[config.mk]
export PLATFORM = sky130hd
export DESIGN_NAME = bca_encoder
export DESIGN_NICKNAME = d
export VERILOG_FILES = /design/src/design/bca_dummy_never.sv /design/src/design/bca_pkg.sv /design/src/design/bca_fifo.sv /design/src/design/bca_encoder.sv
export VERILOG_INCLUDE_DIRS = /design/src /design/src/design
export SDC_FILE = /design/constraint.sdc
export NUM_CORES = 1
export LEC_CHECK = 0
export BUFFER_PORTS_ARGS = -buffer_cell sky130_fd_sc_hd__buf_2
export CORE_MARGIN = 2
export CORE_UTILIZATION = 35
export CTS_CLUSTER_SIZE = 20
export DETAILED_ROUTE_END_ITERATION = 7
export PLACE_DENSITY = 0.51
export SKIP_LAST_GASP = 1
export SLEW_MARGIN = 5
export SYNTH_ARGS = -nofsm -noshare
export SYNTH_HDL_FRONTEND = slang
export SYNTH_SLANG_ARGS = --single-unit
[constraint.sdc]
create_clock -name clk_sys -period 8.7 [get_ports clk_sys]
set_clock_uncertainty 0.05 [all_clocks]
set_input_delay 0.435 -clock clk_sys [delete_from_list [all_inputs] [get_ports clk_sys]]
set_output_delay 0.435 -clock clk_sys [all_outputs]
set_load 0.01 [all_outputs]
[src/design/bca_cfg.svh]
// timing, layout and code constants of the burst area encoder
`ifndef BCA_CFG_SVH
`define BCA_CFG_SVH

`define BCA_CLK_NS        8
// plain default bit period; set it for the writer's rotation speed
`define BCA_CHBIT_NS      512
`define BCA_CHBIT_CYC     (`BCA_CHBIT_NS / `BCA_CLK_NS)
`define BCA_HALF_CYC      9'(`BCA_CHBIT_CYC / 2)
`define BCA_N_MAX         4'hC
`define BCA_UNIT_BITS     5'h10
`define BCA_MARK_FIXED    8'h46
`define BCA_CODE_SYNC     4'h0
`define BCA_CODE_ECC      4'hD
`define BCA_CODE_POST_A   4'hE
`define BCA_CODE_POST_B   4'hF
`define BCA_PRE_BYTE      8'h00
`define BCA_POST_BYTE     8'h55
`define BCA_PRE_BYTES     3'h4
`define BCA_POST_LAST     3'h5
`define BCA_CRC_POLY      32'h80000011
`define BCA_GF_POLY       8'h1D
`define BCA_RS_G3         8'h0F
`define BCA_RS_G2         8'h36
`define BCA_RS_G1         8'h78
`define BCA_RS_G0         8'h40
`define BCA_FIFO_W        8
`define BCA_FIFO_D        8

`endif

[src/design/bca_dummy_never.sv]
// intentionally empty file
`default_nettype none
`default_nettype wire

[src/design/bca_pkg.sv]
// shared types of the burst area encoder
`default_nettype none
package bca_pkg;
    typedef enum logic [2:0] {
        BCA_IDLE,
        BCA_PRE,
        BCA_ROWS,
        BCA_POST,
        BCA_FIN
    } bca_seg_t;
endpackage
`default_nettype wire

[src/design/bca_fifo.sv]
// flop-based byte fifo with valid/ready on both sides
`default_nettype none
module bca_fifo #(
    parameter int W = 8,
    parameter int D = 8
) (
    input  wire logic         clk_sys,
    input  wire logic         rst,
    input  wire logic         in_valid,
    output logic              in_ready,
    input  wire logic [W-1:0] in_data,
    output logic              out_valid,
    input  wire logic         out_ready,
    output logic [W-1:0]      out_data
);
    localparam int AW = $clog2(D);

    typedef struct packed {
        logic [D-1:0][W-1:0] mem;
        logic [AW:0]         wp;
        logic [AW:0]         rp;
    } bca_fifo_state_t;

    bca_fifo_state_t st;
    bca_fifo_state_t next_st;
    logic            full;
    logic            empty;

    // extra pointer bit tells full from empty
    assign empty     = (st.wp == st.rp);
    assign full      = (st.wp[AW-1:0] == st.rp[AW-1:0]) && (st.wp[AW] != st.rp[AW]);
    assign in_ready  = !full;
    assign out_valid = !empty;
    assign out_data  = st.mem[st.rp[AW-1:0]];

    always_comb begin
        next_st = st;
        if (in_valid && !full) begin
            next_st.mem[st.wp[AW-1:0]] = in_data;
            next_st.wp                 = st.wp + 1'b1;
        end
        if (out_ready && !empty) begin
            next_st.rp = st.rp + 1'b1;
        end
    end

    always_ff @(posedge clk_sys or posedge rst) begin
        if (rst) begin
            st <= '0;
        end else begin
            st <= next_st;
        end
    end
endmodule // bca_fifo
`default_nettype wire

[src/design/bca_encoder.sv]
// burst area code framer, check generator and stripe modulator
`include "bca_cfg.svh"
`default_nettype none
module bca_encoder (
    input  wire logic       clk_sys,
    input  wire logic       rst,
    input  wire logic       start,
    input  wire logic [3:0] n_rows,
    input  wire logic       in_valid,
    output logic            in_ready,
    input  wire logic [7:0] in_data,
    output logic            stripe,
    output logic            chan_bit,
    output logic            bit_strobe,
    output logic            busy,
    output logic            done,
    output logic            underrun
);
    typedef struct packed {
        bca_pkg::bca_seg_t   seg;
        logic [3:0]          n;
        logic [5:0]          row;
        logic [2:0]          col;
        logic [15:0]         shreg;
        logic [4:0]          bits_left;
        logic [8:0]          div;
        logic                phase;
        logic [31:0]         crc;
        logic [3:0][3:0][7:0] par;
        logic                stripe;
        logic                chan_bit;
        logic                bit_strobe;
        logic                done;
        logic                underrun;
    } bca_enc_state_t;

    bca_enc_state_t st;
    bca_enc_state_t next_st;
    logic           f_valid;
    logic           f_ready;
    logic [7:0]     f_data;

    bca_fifo #(
        .W (`BCA_FIFO_W),
        .D (`BCA_FIFO_D)
    ) u_fifo (
        .clk_sys   (clk_sys),
        .rst       (rst),
        .in_valid  (in_valid),
        .in_ready  (in_ready),
        .in_data   (in_data),
        .out_valid (f_valid),
        .out_ready (f_ready),
        .out_data  (f_data)
    );

    // phase encoding, msb first; inv selects the non-payload polarity
    function automatic logic [15:0] pe_byte(input logic [7:0] d, input logic inv);
        logic [15:0] r;
        r = '0;
        for (int k = 0; k < 8; k++) begin
            r[2*k +: 2] = (d[k] ^ inv) ? 2'b10 : 2'b01;
        end
        return r;
    endfunction

    function automatic logic [15:0] marker(input logic [3:0] code);
        logic [15:0] p;
        p = pe_byte({code, 4'h0}, 1'b1);
        return {`BCA_MARK_FIXED, p[15:8]};
    endfunction

    // msb-first division, so the first info msb carries the top bit number
    function automatic logic [31:0] crc_byte(input logic [31:0] c, input logic [7:0] d);
        logic [31:0] r;
        logic        fb;
        r  = c;
        fb = 1'b0;
        for (int k = 7; k >= 0; k--) begin
            fb = r[31] ^ d[k];
            r  = {r[30:0], 1'b0} ^ (fb ? `BCA_CRC_POLY : 32'h0);
        end
        return r;
    endfunction

    function automatic logic [7:0] gf_mul(input logic [7:0] a, input logic [7:0] b);
        logic [7:0] r;
        logic [7:0] x;
        r = '0;
        x = a;
        for (int k = 0; k < 8; k++) begin
            if (b[k]) begin
                r = r ^ x;
            end
            x = {x[6:0], 1'b0} ^ (x[7] ? `BCA_GF_POLY : 8'h00);
        end
        return r;
    endfunction

    // one message byte into a degree-4 remainder; p[3] is the x^3 term
    function automatic logic [3:0][7:0] rs_step(input logic [3:0][7:0] p, input logic [7:0] d);
        logic [3:0][7:0] q;
        logic [7:0]      fb;
        fb   = d ^ p[3];
        q[3] = p[2] ^ gf_mul(`BCA_RS_G3, fb);
        q[2] = p[1] ^ gf_mul(`BCA_RS_G2, fb);
        q[1] = p[0] ^ gf_mul(`BCA_RS_G1, fb);
        q[0] = gf_mul(`BCA_RS_G0, fb);
        return q;
    endfunction

    // d0 is the top byte of the remainder, d3 holds bit 0
    function automatic logic [7:0] edc_byte(input logic [31:0] c, input logic [1:0] j);
        logic [31:0] s;
        s = c << {j, 3'b000};
        return s[31:24];
    endfunction

    always_comb begin
        logic [15:0] unit;
        logic        ok;
        logic [1:0]  lane;
        logic [5:0]  four_n;
        logic [5:0]  ecc_row;
        logic [7:0]  d;
        unit    = '0;
        ok      = 1'b0;
        lane    = 2'(st.col - 3'd1);
        four_n  = {st.n, 2'b00};
        ecc_row = st.row - four_n;
        d       = '0;
        f_ready = 1'b0;
        next_st = st;
        next_st.bit_strobe = 1'b0;
        next_st.done       = 1'b0;
        if (st.seg == bca_pkg::BCA_IDLE) begin
            // a start with n out of range is ignored
            if (start && n_rows != 4'h0 && n_rows <= `BCA_N_MAX) begin
                next_st.seg       = bca_pkg::BCA_PRE;
                next_st.n         = n_rows;
                next_st.row       = '0;
                next_st.col       = '0;
                next_st.crc       = '0;
                next_st.par       = '0;
                next_st.bits_left = '0;
                next_st.underrun  = 1'b0;
            end
        end else if (st.bits_left == 5'h0) begin
            case (st.seg)
                bca_pkg::BCA_PRE: begin
                    ok   = 1'b1;
                    unit = (st.col == 3'd0) ? marker(`BCA_CODE_SYNC)
                                            : pe_byte(`BCA_PRE_BYTE, 1'b1);
                    if (st.col == `BCA_PRE_BYTES) begin
                        next_st.seg = bca_pkg::BCA_ROWS;
                        next_st.col = '0;
                    end else begin
                        next_st.col = st.col + 3'd1;
                    end
                end
                bca_pkg::BCA_ROWS: begin
                    if (st.col == 3'd0) begin
                        ok   = 1'b1;
                        unit = (st.row < four_n) ? marker(st.row[5:2] + 4'h1)
                                                 : marker(`BCA_CODE_ECC);
                    end else if (st.row + 6'd1 < four_n) begin
                        // info byte: shapes both checks on the way out
                        ok      = f_valid;
                        f_ready = f_valid;
                        unit    = pe_byte(f_data, 1'b0);
                        if (f_valid) begin
                            next_st.crc       = crc_byte(st.crc, f_data);
                            next_st.par[lane] = rs_step(st.par[lane], f_data);
                        end
                    end else if (st.row + 6'd1 == four_n) begin
                        ok                = 1'b1;
                        d                 = edc_byte(st.crc, lane);
                        unit              = pe_byte(d, 1'b0);
                        next_st.par[lane] = rs_step(st.par[lane], d);
                    end else begin
                        ok   = 1'b1;
                        unit = pe_byte(st.par[lane][2'd3 - ecc_row[1:0]], 1'b0);
                    end
                    if (ok) begin
                        if (st.col == 3'd4) begin
                            next_st.col = '0;
                            if (st.row == four_n + 6'd3) begin
                                next_st.seg = bca_pkg::BCA_POST;
                                next_st.row = '0;
                            end else begin
                                next_st.row = st.row + 6'd1;
                            end
                        end else begin
                            next_st.col = st.col + 3'd1;
                        end
                    end
                end
                bca_pkg::BCA_POST: begin
                    ok = 1'b1;
                    if (st.col == 3'd0) begin
                        unit = marker(`BCA_CODE_POST_A);
                    end else if (st.col == `BCA_POST_LAST) begin
                        unit = marker(`BCA_CODE_POST_B);
                    end else begin
                        unit = pe_byte(`BCA_POST_BYTE, 1'b1);
                    end
                    if (st.col == `BCA_POST_LAST) begin
                        next_st.seg = bca_pkg::BCA_FIN;
                    end else begin
                        next_st.col = st.col + 3'd1;
                    end
                end
                bca_pkg::BCA_FIN: begin
                    next_st.seg  = bca_pkg::BCA_IDLE;
                    next_st.done = 1'b1;
                end
                default: begin
                    next_st.seg = bca_pkg::BCA_IDLE;
                end
            endcase
            if (ok) begin
                next_st.shreg      = unit;
                next_st.bits_left  = `BCA_UNIT_BITS;
                next_st.div        = '0;
                next_st.phase      = 1'b0;
                next_st.chan_bit   = unit[15];
                next_st.stripe     = unit[15];
                next_st.bit_strobe = 1'b1;
            end else if (st.seg == bca_pkg::BCA_ROWS) begin
                // starved source: line stays dark, frame is flawed
                next_st.underrun = 1'b1;
            end
        end else begin
            next_st.div = st.div + 9'd1;
            if (st.div == `BCA_HALF_CYC - 9'd1) begin
                next_st.div = '0;
                if (!st.phase) begin
                    next_st.phase  = 1'b1;
                    next_st.stripe = 1'b0;
                end else begin
                    next_st.phase     = 1'b0;
                    next_st.bits_left = st.bits_left - 5'd1;
                    next_st.shreg     = {st.shreg[14:0], 1'b0};
                    if (st.bits_left != 5'd1) begin
                        next_st.chan_bit   = st.shreg[14];
                        next_st.stripe     = st.shreg[14];
                        next_st.bit_strobe = 1'b1;
                    end
                end
            end
        end
    end

    always_ff @(posedge clk_sys or posedge rst) begin
        if (rst) begin
            st     <= '0;
            st.seg <= bca_pkg::BCA_IDLE;
        end else begin
            st <= next_st;
        end
    end

    assign stripe     = st.stripe;
    assign chan_bit   = st.chan_bit;
    assign bit_strobe = st.bit_strobe;
    assign busy       = (st.seg != bca_pkg::BCA_IDLE);
    assign done       = st.done;
    assign underrun   = st.underrun;
endmodule // bca_encoder
`default_nettype wire

; ---- Word-level counts from Yosys, hierarchy flattened
; Cells that the tools add are included.
[word_totals]
reg_bits = 283
inputBits = 16
out_inout_bits = 7
word_cells = 774
[op_classes]
n_addsub = 11
magnitude_cmp = 9
n_eq_ne = 27
n_shift = 1
n_mux = 565
n_bitwise = 81
n_reduce_logical = 40
[op_table]
columns = operator, n
row1 = 8-bit 2-to-1 mux, 422
row2 = 160-bit 2-to-1 mux, 6
row3 = 32-bit 2-to-1 mux, 11
row4 = 128-bit bitwise mux, 2
row5 = 128-bit 2-to-1 mux, 2
row6 = 32-bit XOR, 8
row7 = 16-bit 2-to-1 mux, 7
row8 = 4-bit inverter, 28
row9 = 7-bit 2-to-1 mux, 14
row10 = 30-bit 2-to-1 mux, 3
row11 = 2-bit 2-to-1 mux, 33
row12 = 32-bit binary-select mux with 2-bit select, 1
row13 = 64-bit bitwise mux, 1
row14 = 32-bit demux with 2-bit select, 1
row15 = 8-bit XOR, 8
row16 = 5-bit inverter, 12
row17 = 6-bit 2-to-1 mux, 9
row18 = 16-bit case mux with 3 select lines, 1
row19 = 3-bit 2-to-1 mux, 13
row20 = 6-bit inverter, 6
row21 = 32-bit by 5-bit << shifter with 32-bit output, 1
row22 = 5-bit 2-to-1 mux, 6
row23 = 7-bit inverter, 4
row24 = 9-bit 2-to-1 mux, 3
row25 = other kinds (52), 132

; ---- Logic depth before layout (Yosys ltp)
; Gate-level depths: netlist (run 1).
[logic_depth]
ltp_word = 75
ltp_mapped = 17

; ---- Modules after synthesis
; Synthesis (run 1) repeated with hierarchy kept, for this count alone.
[hier_totals]
cells_unflattened = 1248
hier_area_um2 = 16185.5
[modules_own_cells]
columns = module, n_inst, cells_per_inst, area_each_um2, seq_area_each_um2
row1 = bca_encoder, 1, 1037, 12703.4, 5280.1
row2 = bca_fifo, 1, 211, 3482.1, 1801.7

; ---- Worst setup path after synthesis (run 1)
; No wires, ideal clock.
[synth_timing]
path_kind = register -> register
start = register st[196] (netlist bit)
end = register st[185] (netlist bit)
setup_time_ns = 0.137
arrival_ns = 3.935
required_time_ns = 8.513
slack_ns = 4.579
stages_incl_launch_ff = 18
path_buffers = 7
period_less_slack_ns = 4.121
cell_sequence = dfrtp_1 > buf_6 > buf_6 > buf_4 > buf_2 > inv_1 > ha_1 > buf_4 > buf_4 > clkbuf_1 > mux4_2 > mux4_2 > nand2_1 > nand3_1 > a22oi_1 > nor2_1 > a221oi_1 > a21oi_1
[synth_between]
elab_chain_cells = 12
elab_cells_between_ends = 25
cone_classes = add/sub (1) / eq/ne (1) / shift (1) / mux (20) / reduce/logical (2)
[synth_lines]
columns = item, line
row1 = from (decl), bca_encoder.sv:37  ; bca_enc_state_t st;
row2 = from (signal assigned), bca_encoder.sv:259  ; st <= next_st;
row3 = 2-bit by 1-bit subtractor with 2-bit output, bca_encoder.sv:128  ; lane = 2'(st.col - 3'd1);
row4 = 32-bit binary-select mux with 2-bit select, bca_encoder.sv:182  ; unit = pe_byte(st.par[lane][2'd3 - ecc_row[1:0]], 1'b0);
row5 = 32-bit 2-to-1 mux (not written as such), bca_encoder.sv:182
row6 = 8-bit binary-select mux with 2-bit select, bca_encoder.sv:182
row7 = 8-bit 2-to-1 mux (not written as such), bca_encoder.sv:182
row8 = 2-bit 2-to-1 mux, bca_encoder.sv:62  ; r[2*k +: 2] = (d[k] ^ inv) ? 2'b10 : 2'b01;
row9 = 16-bit 2-to-1 mux, bca_encoder.sv:175  ; end else if (st.row + 6'd1 == four_n) begin
row10 = 16-bit 2-to-1 mux, bca_encoder.sv:166  ; end else if (st.row + 6'd1 < four_n) begin
row11 = 16-bit 2-to-1 mux, bca_encoder.sv:162  ; if (st.col == 3'd0) begin
row12 = 16-bit case mux with 3 select lines, bca_encoder.sv:149  ; case (st.seg)
row13 = 30-bit 2-to-1 mux, bca_encoder.sv:221  ; if (ok) begin
row14 = 30-bit 2-to-1 mux, bca_encoder.sv:148  ; end else if (st.bits_left == 5'h0) begin
; Several ways; a longest one is shown, not always the timed one. The select of a mux whose other input is x is not followed.
; A chain may end at the register's enable or synchronous reset.

; ---- Worst setup path in the final report (run 1)
[layout_timing]
start = register st[196] (netlist bit)
end = register st[84] (netlist bit)
[layout_between]
elab_chain_cells = 65
elab_cells_between_ends = 131
cone_classes = add/sub (1) / order compare (2) / eq/ne (1) / shift (1) / mux (109) / bitwise (14) / reduce/logical (3)
[layout_lines]
columns = item
row1 = branches (longest 65 deep; another with 2-bit by 1-bit subtractor with 2-bit output)
; Parallel ways; which one is timed is not known. The select of a mux whose other input is x is not followed.

==> flow_summary.json, run 1 <==
{
  "relSlewSlack_pct": 23.2,
  "grt_pass1_vias": 11368,
  "hold_violations": 0,
  "cts_root_buffer": "sky130_fd_sc_hd__clkbuf_16",
  "drt_wl_total_mm": 42.4,
  "drt-initial-drc-count": 886,
  "synthTopCellsByArea": "sky130_fd_sc_hd__dfrtp_1 44%, sky130_fd_sc_hd__mux4_2 8.2%, sky130_fd_sc_hd__nand3_1 5.7%",
  "slew_viol_final": 0,
  "synthDominantAreaCellType": "sky130_fd_sc_hd__dfrtp_1",
  "dp_hpwl_mm": 27.5,
  "syn2layout_area_growth_pct": 11.0,
  "antenna_found_initial": 0,
  "cts_tree": "built",
  "yosysWarnings": 0,
  "tightestPinTransition_ps": 1140,
  "endpoints_failing_setup": 0,
  "synth-main-ff-cell": "sky130_fd_sc_hd__dfrtp_1",
  "crit_path_max_fanout": 25,
  "cts_setup_buffers": 0,
  "worst_ep_arrival_time_ps": 5400,
  "setup.reg_to_reg.worst_slack_ps": 3630,
  "worst_skew_pair.late_latency_ps": 550,
  "worst_setup_path_start_kind": "flip-flop",
  "timing.critical_path.to_type": "flip-flop",
  "hold_path_class": "in -> async",
  "synthesized_netlist_net_count": 1542,
  "cts.path.max_buffers": 3,
  "cts_resized": 0,
  "yosys_register_bits": 283,
  "critPathKind": "reg -> reg",
  "dr_total_vias": 11378,
  "hold_ws_ps": 1.37,
  "final_util_pct": 39.5,
  "netlist.area_leader.share_pct": 43.7,
  "regToRegStartpoint": "st[196]$_DFFE_PP0P_",
  "max_freq_mhz": 197,
  "regToRegEndpoint": "st[84]$_DFFE_PP0P_",
  "place.gp.congestion": 0.835,
  "outcome": "finished clean",
  "synthesis.instances": 1504,
  "horizontal_die_dimension_um": 219,
  "nFillCells": 4415,
  "post-route-min-period_ps": 5070,
  "number_of_maximum_capacitance_violations": 0,
  "synth-async-reset-ratio_pct": 100,
  "fp.coreArea_um2": 45600,
  "clk_pin_slew_ps": 60,
  "cts_buffers": 35,
  "worst_r2r_path_depth": 11,
  "grt_overflow_total": 0,
  "synth.distinct_cells": 67,
  "layout_cells_sized_above_1_pct": 18.1,
  "io-pin-count": 23,
  "aggregate_negative_setup_slack_ps": 0,
  "first_pass_grt_wire_length_mm": 67.6,
  "timing.final.crit_share_pct": 58.3,
  "synth_edf_count": 0,
  "hold_buffers": 0,
  "die-height_um": 219,
  "cts_htree_levels": 2,
  "port_buffers": 22,
  "nNetsFinal": 1530,
  "leading_cell_types_in_the_layout_fill_and_taps_excluded": "282 x sky130_fd_sc_hd__dfrtp_1, 184 x sky130_fd_sc_hd__nand3_1, 151 x sky130_fd_sc_hd__o21ai_0",
  "cts.sinks": 283,
  "drc_violation_count_after_routing": 0,
  "fp-row-count": 78,
  "detail_route.wl_per_cell_um": 20.1,
  "mean_instance_size_in_the_synthesized_netlist_um2": 10.8,
  "routed_via_density": 5.39,
  "initial_core_util_pct": 35.6,
  "rsz0062_at_grt": "no",
  "global_route_total_usage_across_every_layer_pct": 18.1,
  "detail_route.first_pass.iterations": 4,
  "diode_count": 0,
  "post_synth_instance_area_um2": 16200,
  "dieArea_um2": 48100,
  "seq_area_frac_synth_pct": 43.7,
  "final_common_cell": "sky130_fd_sc_hd__dfrtp_1",
  "grt_start_max_net_pins": 164,
  "critPathRequiredTime_ps": 9040,
  "antenna_left": 0
}
-- routing by layer --
layer | vias up | global-route usage (%) | wire, um
met2 | 217 | 28.8 | 19700
li1 | 5394 | - | -
met1 | 5708 | 25.7 | 20100
met3 | 59 | 3.08 | 1870
met5 | - | 0 | 0
met4 | 0 | 4.84 | 807
-- worst max path at each step --
stage                        startpoint              endpoint  slack, ps  depth (start not counted)
floorplan                           rst  bit_strobe$_DFF_PP0_        410                          1
global placement    st[196]$_DFFE_PP0P_    st[65]$_DFFE_PP0P_       3630                          9
detailed placement  st[196]$_DFFE_PP0P_    st[97]$_DFFE_PP0P_       3610                          9
CTS                 st[196]$_DFFE_PP0P_    st[65]$_DFFE_PP0P_       3590                          9
global route        st[196]$_DFFE_PP0P_    st[65]$_DFFE_PP0P_       3280                         11
finish              st[196]$_DFFE_PP0P_    st[84]$_DFFE_PP0P_       3630                         11
-- final cells by class --
| type | count | area, um^2 | share of cell area (%) |
|---|---|---|---|
| tap | 600 | 751 | 4.17 |
| multi-input combinational | 1107 | 8700 | 48.3 |
| sequential | 283 | 7080 | 39.3 |
| clock buffer | 43 | 916 | 5.09 |
| timing repair buffer | 48 | 330 | 1.83 |
| clock inverter | 13 | 155 | 0.861 |
| inverter | 17 | 71.3 | 0.396 |
-- sequential cells by signal, summed over array words and instances, names as in the netlist --
name and flops:
chan_bit 1, stripe 1, u_fifo.st 72, st 206, underrun 1, done 1
bit_strobe 1
-- synthesized netlist by cell type (3+ instances only) --
master	n
sky130_fd_sc_hd__a21oi_2	4
sky130_fd_sc_hd__o221ai_1	8
sky130_fd_sc_hd__a221oi_1	3
sky130_fd_sc_hd__a31oi_1	6
sky130_fd_sc_hd__o21ai_1	29
sky130_fd_sc_hd__or3_1	4
sky130_fd_sc_hd__o21ai_0	151
sky130_fd_sc_hd__mux2i_1	14
sky130_fd_sc_hd__nor3_1	9
sky130_fd_sc_hd__a21oi_1	36
sky130_fd_sc_hd__nand3_1	185
sky130_fd_sc_hd__buf_6	3
sky130_fd_sc_hd__clkbuf_1	76
sky130_fd_sc_hd__inv_1	17
sky130_fd_sc_hd__nor2b_1	7
sky130_fd_sc_hd__a21o_1	10
sky130_fd_sc_hd__mux2i_4	4
sky130_fd_sc_hd__nand2_1	143
sky130_fd_sc_hd__xnor2_1	96
sky130_fd_sc_hd__dfrtp_1	283
sky130_fd_sc_hd__xor3_1	3
sky130_fd_sc_hd__a22oi_1	7
sky130_fd_sc_hd__nand2b_1	8
sky130_fd_sc_hd__xor2_1	40
sky130_fd_sc_hd__ha_1	22
sky130_fd_sc_hd__nand4_1	7
sky130_fd_sc_hd__buf_2	6
sky130_fd_sc_hd__o31ai_1	7
sky130_fd_sc_hd__mux4_2	59
sky130_fd_sc_hd__nor2_1	61
sky130_fd_sc_hd__mux2_2	68
sky130_fd_sc_hd__xnor2_4	5
sky130_fd_sc_hd__xor2_2	3
sky130_fd_sc_hd__and3_1	20
sky130_fd_sc_hd__a211oi_1	7
sky130_fd_sc_hd__xnor3_1	17
sky130_fd_sc_hd__nor4_1	6
sky130_fd_sc_hd__buf_4	7
sky130_fd_sc_hd__buf_1	5
sky130_fd_sc_hd__xnor2_2	15
sky130_fd_sc_hd__o211ai_1	10
-- per-stage QoR --
stage / setup slack [ps] / cells / cell area (um^2)
after floorplan: 408 / 1504 / 16200
after global routing: 3280 / 2111 / 18000
after CTS: 3590 / 2111 / 18000
after global placement: 3630 / 2055 / 16900
final: 3630 / 2111 / 18000
after detailed placement: 3610 / 2055 / 16900
-- worst max-delay path, cell delays in order (launching register included) --
cell	delay, ps
sky130_fd_sc_hd__dfrtp_2	930
sky130_fd_sc_hd__inv_1	210
sky130_fd_sc_hd__ha_2	690
sky130_fd_sc_hd__buf_4	490
sky130_fd_sc_hd__mux4_2	700
sky130_fd_sc_hd__xnor2_4	270
sky130_fd_sc_hd__xnor2_2	460
sky130_fd_sc_hd__xor3_2	490
sky130_fd_sc_hd__xor2_1	170
sky130_fd_sc_hd__nor2_1	70
sky130_fd_sc_hd__a21oi_2	220
sky130_fd_sc_hd__o21ai_1	100
-- logic make-up (layout without fill, tap and decap cells) --
kind of cell               after synthesis  count (layout)  synth area share, %
AOI/OAI and AO/OA                      297             297                 10.8
xor gates and xnor gates               182             182                 13.3
adders and majority gates               22              22                 1.70
buffers and inverters                  114             121                 2.99
DFF                                    283             283                 43.7
muxes                                  145             145                 14.3
and+or+nand+nor                        461             461                 13.3
Power of run 1 is left out: the tool's default activity adds up to more than one toggle a clock period on the data nets, which glitch-free logic cannot reach.
==> inputs of run 2 (changes only) <==
- PLACE_DENSITY: 0.51 -> 0.49
- clock period: 8.7 -> 4.7 ns (I/O delays scaled with it)
==> flow_summary.json, run 2 (same netlist as run 1, synthesis figures left out) <==
{
  "rsz0062_at_grt": "no",
  "leading_cell_types_in_the_layout_fill_and_taps_excluded": "282 x sky130_fd_sc_hd__dfrtp_1, 183 x sky130_fd_sc_hd__nand3_1, 151 x sky130_fd_sc_hd__o21ai_0",
  "setup.reg_to_reg.worst_slack_ps": 540,
  "cp_slowest_cell": "sky130_fd_sc_hd__mux4_2",
  "syn2layout_area_growth_pct": 13.0,
  "cts.sinks": 283,
  "dp_worst_setup_slack_ps": 601,
  "cp_num_buf_inv": 1,
  "cts.path.max_buffers": 3,
  "dp_hpwl_mm": 28.5,
  "cts_resized": 0,
  "biggestRegsByFlops": "st: 206 flops, u_fifo.st: 72 flops",
  "hold_buffers": 12,
  "diode_count": 0,
  "relSlewSlack_pct": 32.6,
  "slew_viol_final": 0,
  "whs_path_depth": 2,
  "grt_pass1_vias": 11739,
  "timing.critical_path.to_type": "flip-flop",
  "antenna_found_initial": 0,
  "critPathKind": "reg -> reg",
  "number_of_maximum_capacitance_violations": 0,
  "place.gp.congestion": 0.834,
  "worst_slack_ps": 544,
  "grt_start_max_net_pins": 163,
  "post_layout_nonfiller_instances": 2141,
  "drt_wl_total_mm": 43.6,
  "hold_path_class": "in -> reg",
  "whs_endpoint": "u_fifo.st[29]$_DFFE_PP0P_",
  "max_freq_mhz": 241,
  "cts_setup_buffers": 0,
  "worst_ep_arrival_time_ps": 4500,
  "dr_total_vias": 11617,
  "crit_path_max_fanout": 17,
  "drc_violation_count_after_routing": 0,
  "fp.coreArea_um2": 45600,
  "drt-initial-drc-count": 742,
  "initial_core_util_pct": 35.6,
  "critical-path-top-cell-by-count": "sky130_fd_sc_hd__xnor2_1",
  "regToRegStartpoint": "st[197]$_DFFE_PP0P_",
  "fp-row-count": 78,
  "hold_path_start": "in_data[5]",
  "timing.critical_path.cells": "inv_1 -> ha_2 -> mux4_2 -> xnor2_4 -> xnor2_2 -> xnor2_1 -> xnor2_1 -> mux2i_1 -> o21ai_1",
  "wirelength_met1_mm": 20.7,
  "multi_input_area_um2": 8700,
  "final_common_cell": "sky130_fd_sc_hd__dfrtp_1",
  "worst_setup_path_start_kind": "flip-flop",
  "cpPeakStageDelay_ps": 720,
  "antenna_left": 0,
  "timing.final.crit_share_pct": 88.4,
  "worst_path_dominant_cell_family": "XOR/XNOR gates",
  "outcome": "finished clean",
  "cts_htree_levels": 2,
  "final-seq-area_um2": 7080,
  "global_route_total_usage_across_every_layer_pct": 19.0,
  "post-route-min-period_ps": 4160,
  "met3RoutedLength_mm": 1.64,
  "dr_wl_met2_mm": 20.5,
  "critical_path_origin": "st[197]$_DFFE_PP0P_",
  "aggregate_negative_setup_slack_ps": 0,
  "cts_tree": "built",
  "routed_via_density": 5.43,
  "grt_overflow_total": 0,
  "layout_cells_sized_above_1_pct": 19.1,
  "port_buffers": 22,
  "cts_root_buffer": "sky130_fd_sc_hd__clkbuf_16",
  "placed_cells": 2071,
  "nNetsFinal": 1559,
  "route.top_layer_used": "met4",
  "worst_skew_pair.late_latency_ps": 550,
  "largest_register_ffs": 206,
  "first_pass_grt_wire_length_mm": 70.8,
  "horizontal_die_dimension_um": 219,
  "detail_route.wl_per_cell_um": 20.4,
  "worst_r2r_path_depth": 9,
  "nFillCells": 4367,
  "tightestPinTransition_ps": 995,
  "critPathRequiredTime_ps": 5040,
  "detail_route.first_pass.iterations": 5,
  "io-pin-count": 23,
  "hold_violations": 0,
  "cts_buffers": 36,
  "die-height_um": 219,
  "dieArea_um2": 48100,
  "endpoints_failing_setup": 0,
  "hold_ws_ps": 24.5,
  "regToRegEndpoint": "st[13]$_DFFE_PP0P_",
  "regMostFlops": "st",
  "clk_pin_slew_ps": 60
}
==> run 2: cell types whose count changed in the layout (fill, tap and decap cells not counted), sizes merged <==
cell	change
buf	+16
bufinv	-1
clkbuf	+6
clkinv	-4
clkinvlp	+1
dlygate4sd3	+12
==> run 2: metal layers <==
metal  GRT usage [%]  up-vias
met3            2.55       54
met5               0        -
met4            4.64        0
met2            30.0      211
li1                -     5459
met1            27.5     5893
==> run 2: worst max path at each step <==
stage,slack [ps],end,cells after the start
2_1_floorplan,580,st[185]$_DFFE_PP0P_,17
3_3_place_gp,670,st[13]$_DFFE_PP0P_,8
3_5_place_dp,600,st[77]$_DFFE_PP0P_,9
4_1_cts,560,st[45]$_DFFE_PP0P_,9
5_1_grt,300,st[118]$_DFFE_PP0P_,11
6_report,540,st[13]$_DFFE_PP0P_,9
==> run 2: stage by stage <==
stage	utilization [%]	instance area (um^2)
floorplan	-	16200
global placement	37.5	17100
detailed placement	37.5	17100
CTS	40.2	18300
global route	40.2	18300
finish	40.2	18300
==> run 2: final cells by class <==
type / instances / share of cell area (%)
Timing Repair Buffer: 76 / 3.32
Clock buffer: 49 / 5.68
Sequential cell: 283 / 38.6
Multi-Input combinational cell: 1107 / 47.5
Tap cell: 600 / 4.10
Inverter: 17 / 0.369
Clock inverter: 9 / 0.437
==> run 2: worst reg2reg max path: cells and delay by family, from the launching register on <==
family          cells  cell delay, ps
compound gates      1             110
xor+xnor            4            1420
fa+ha+maj           1             700
buf+inv             1             110
flops               1             380
mux                 2            1230
Power of run 2 is left out for the same reason.
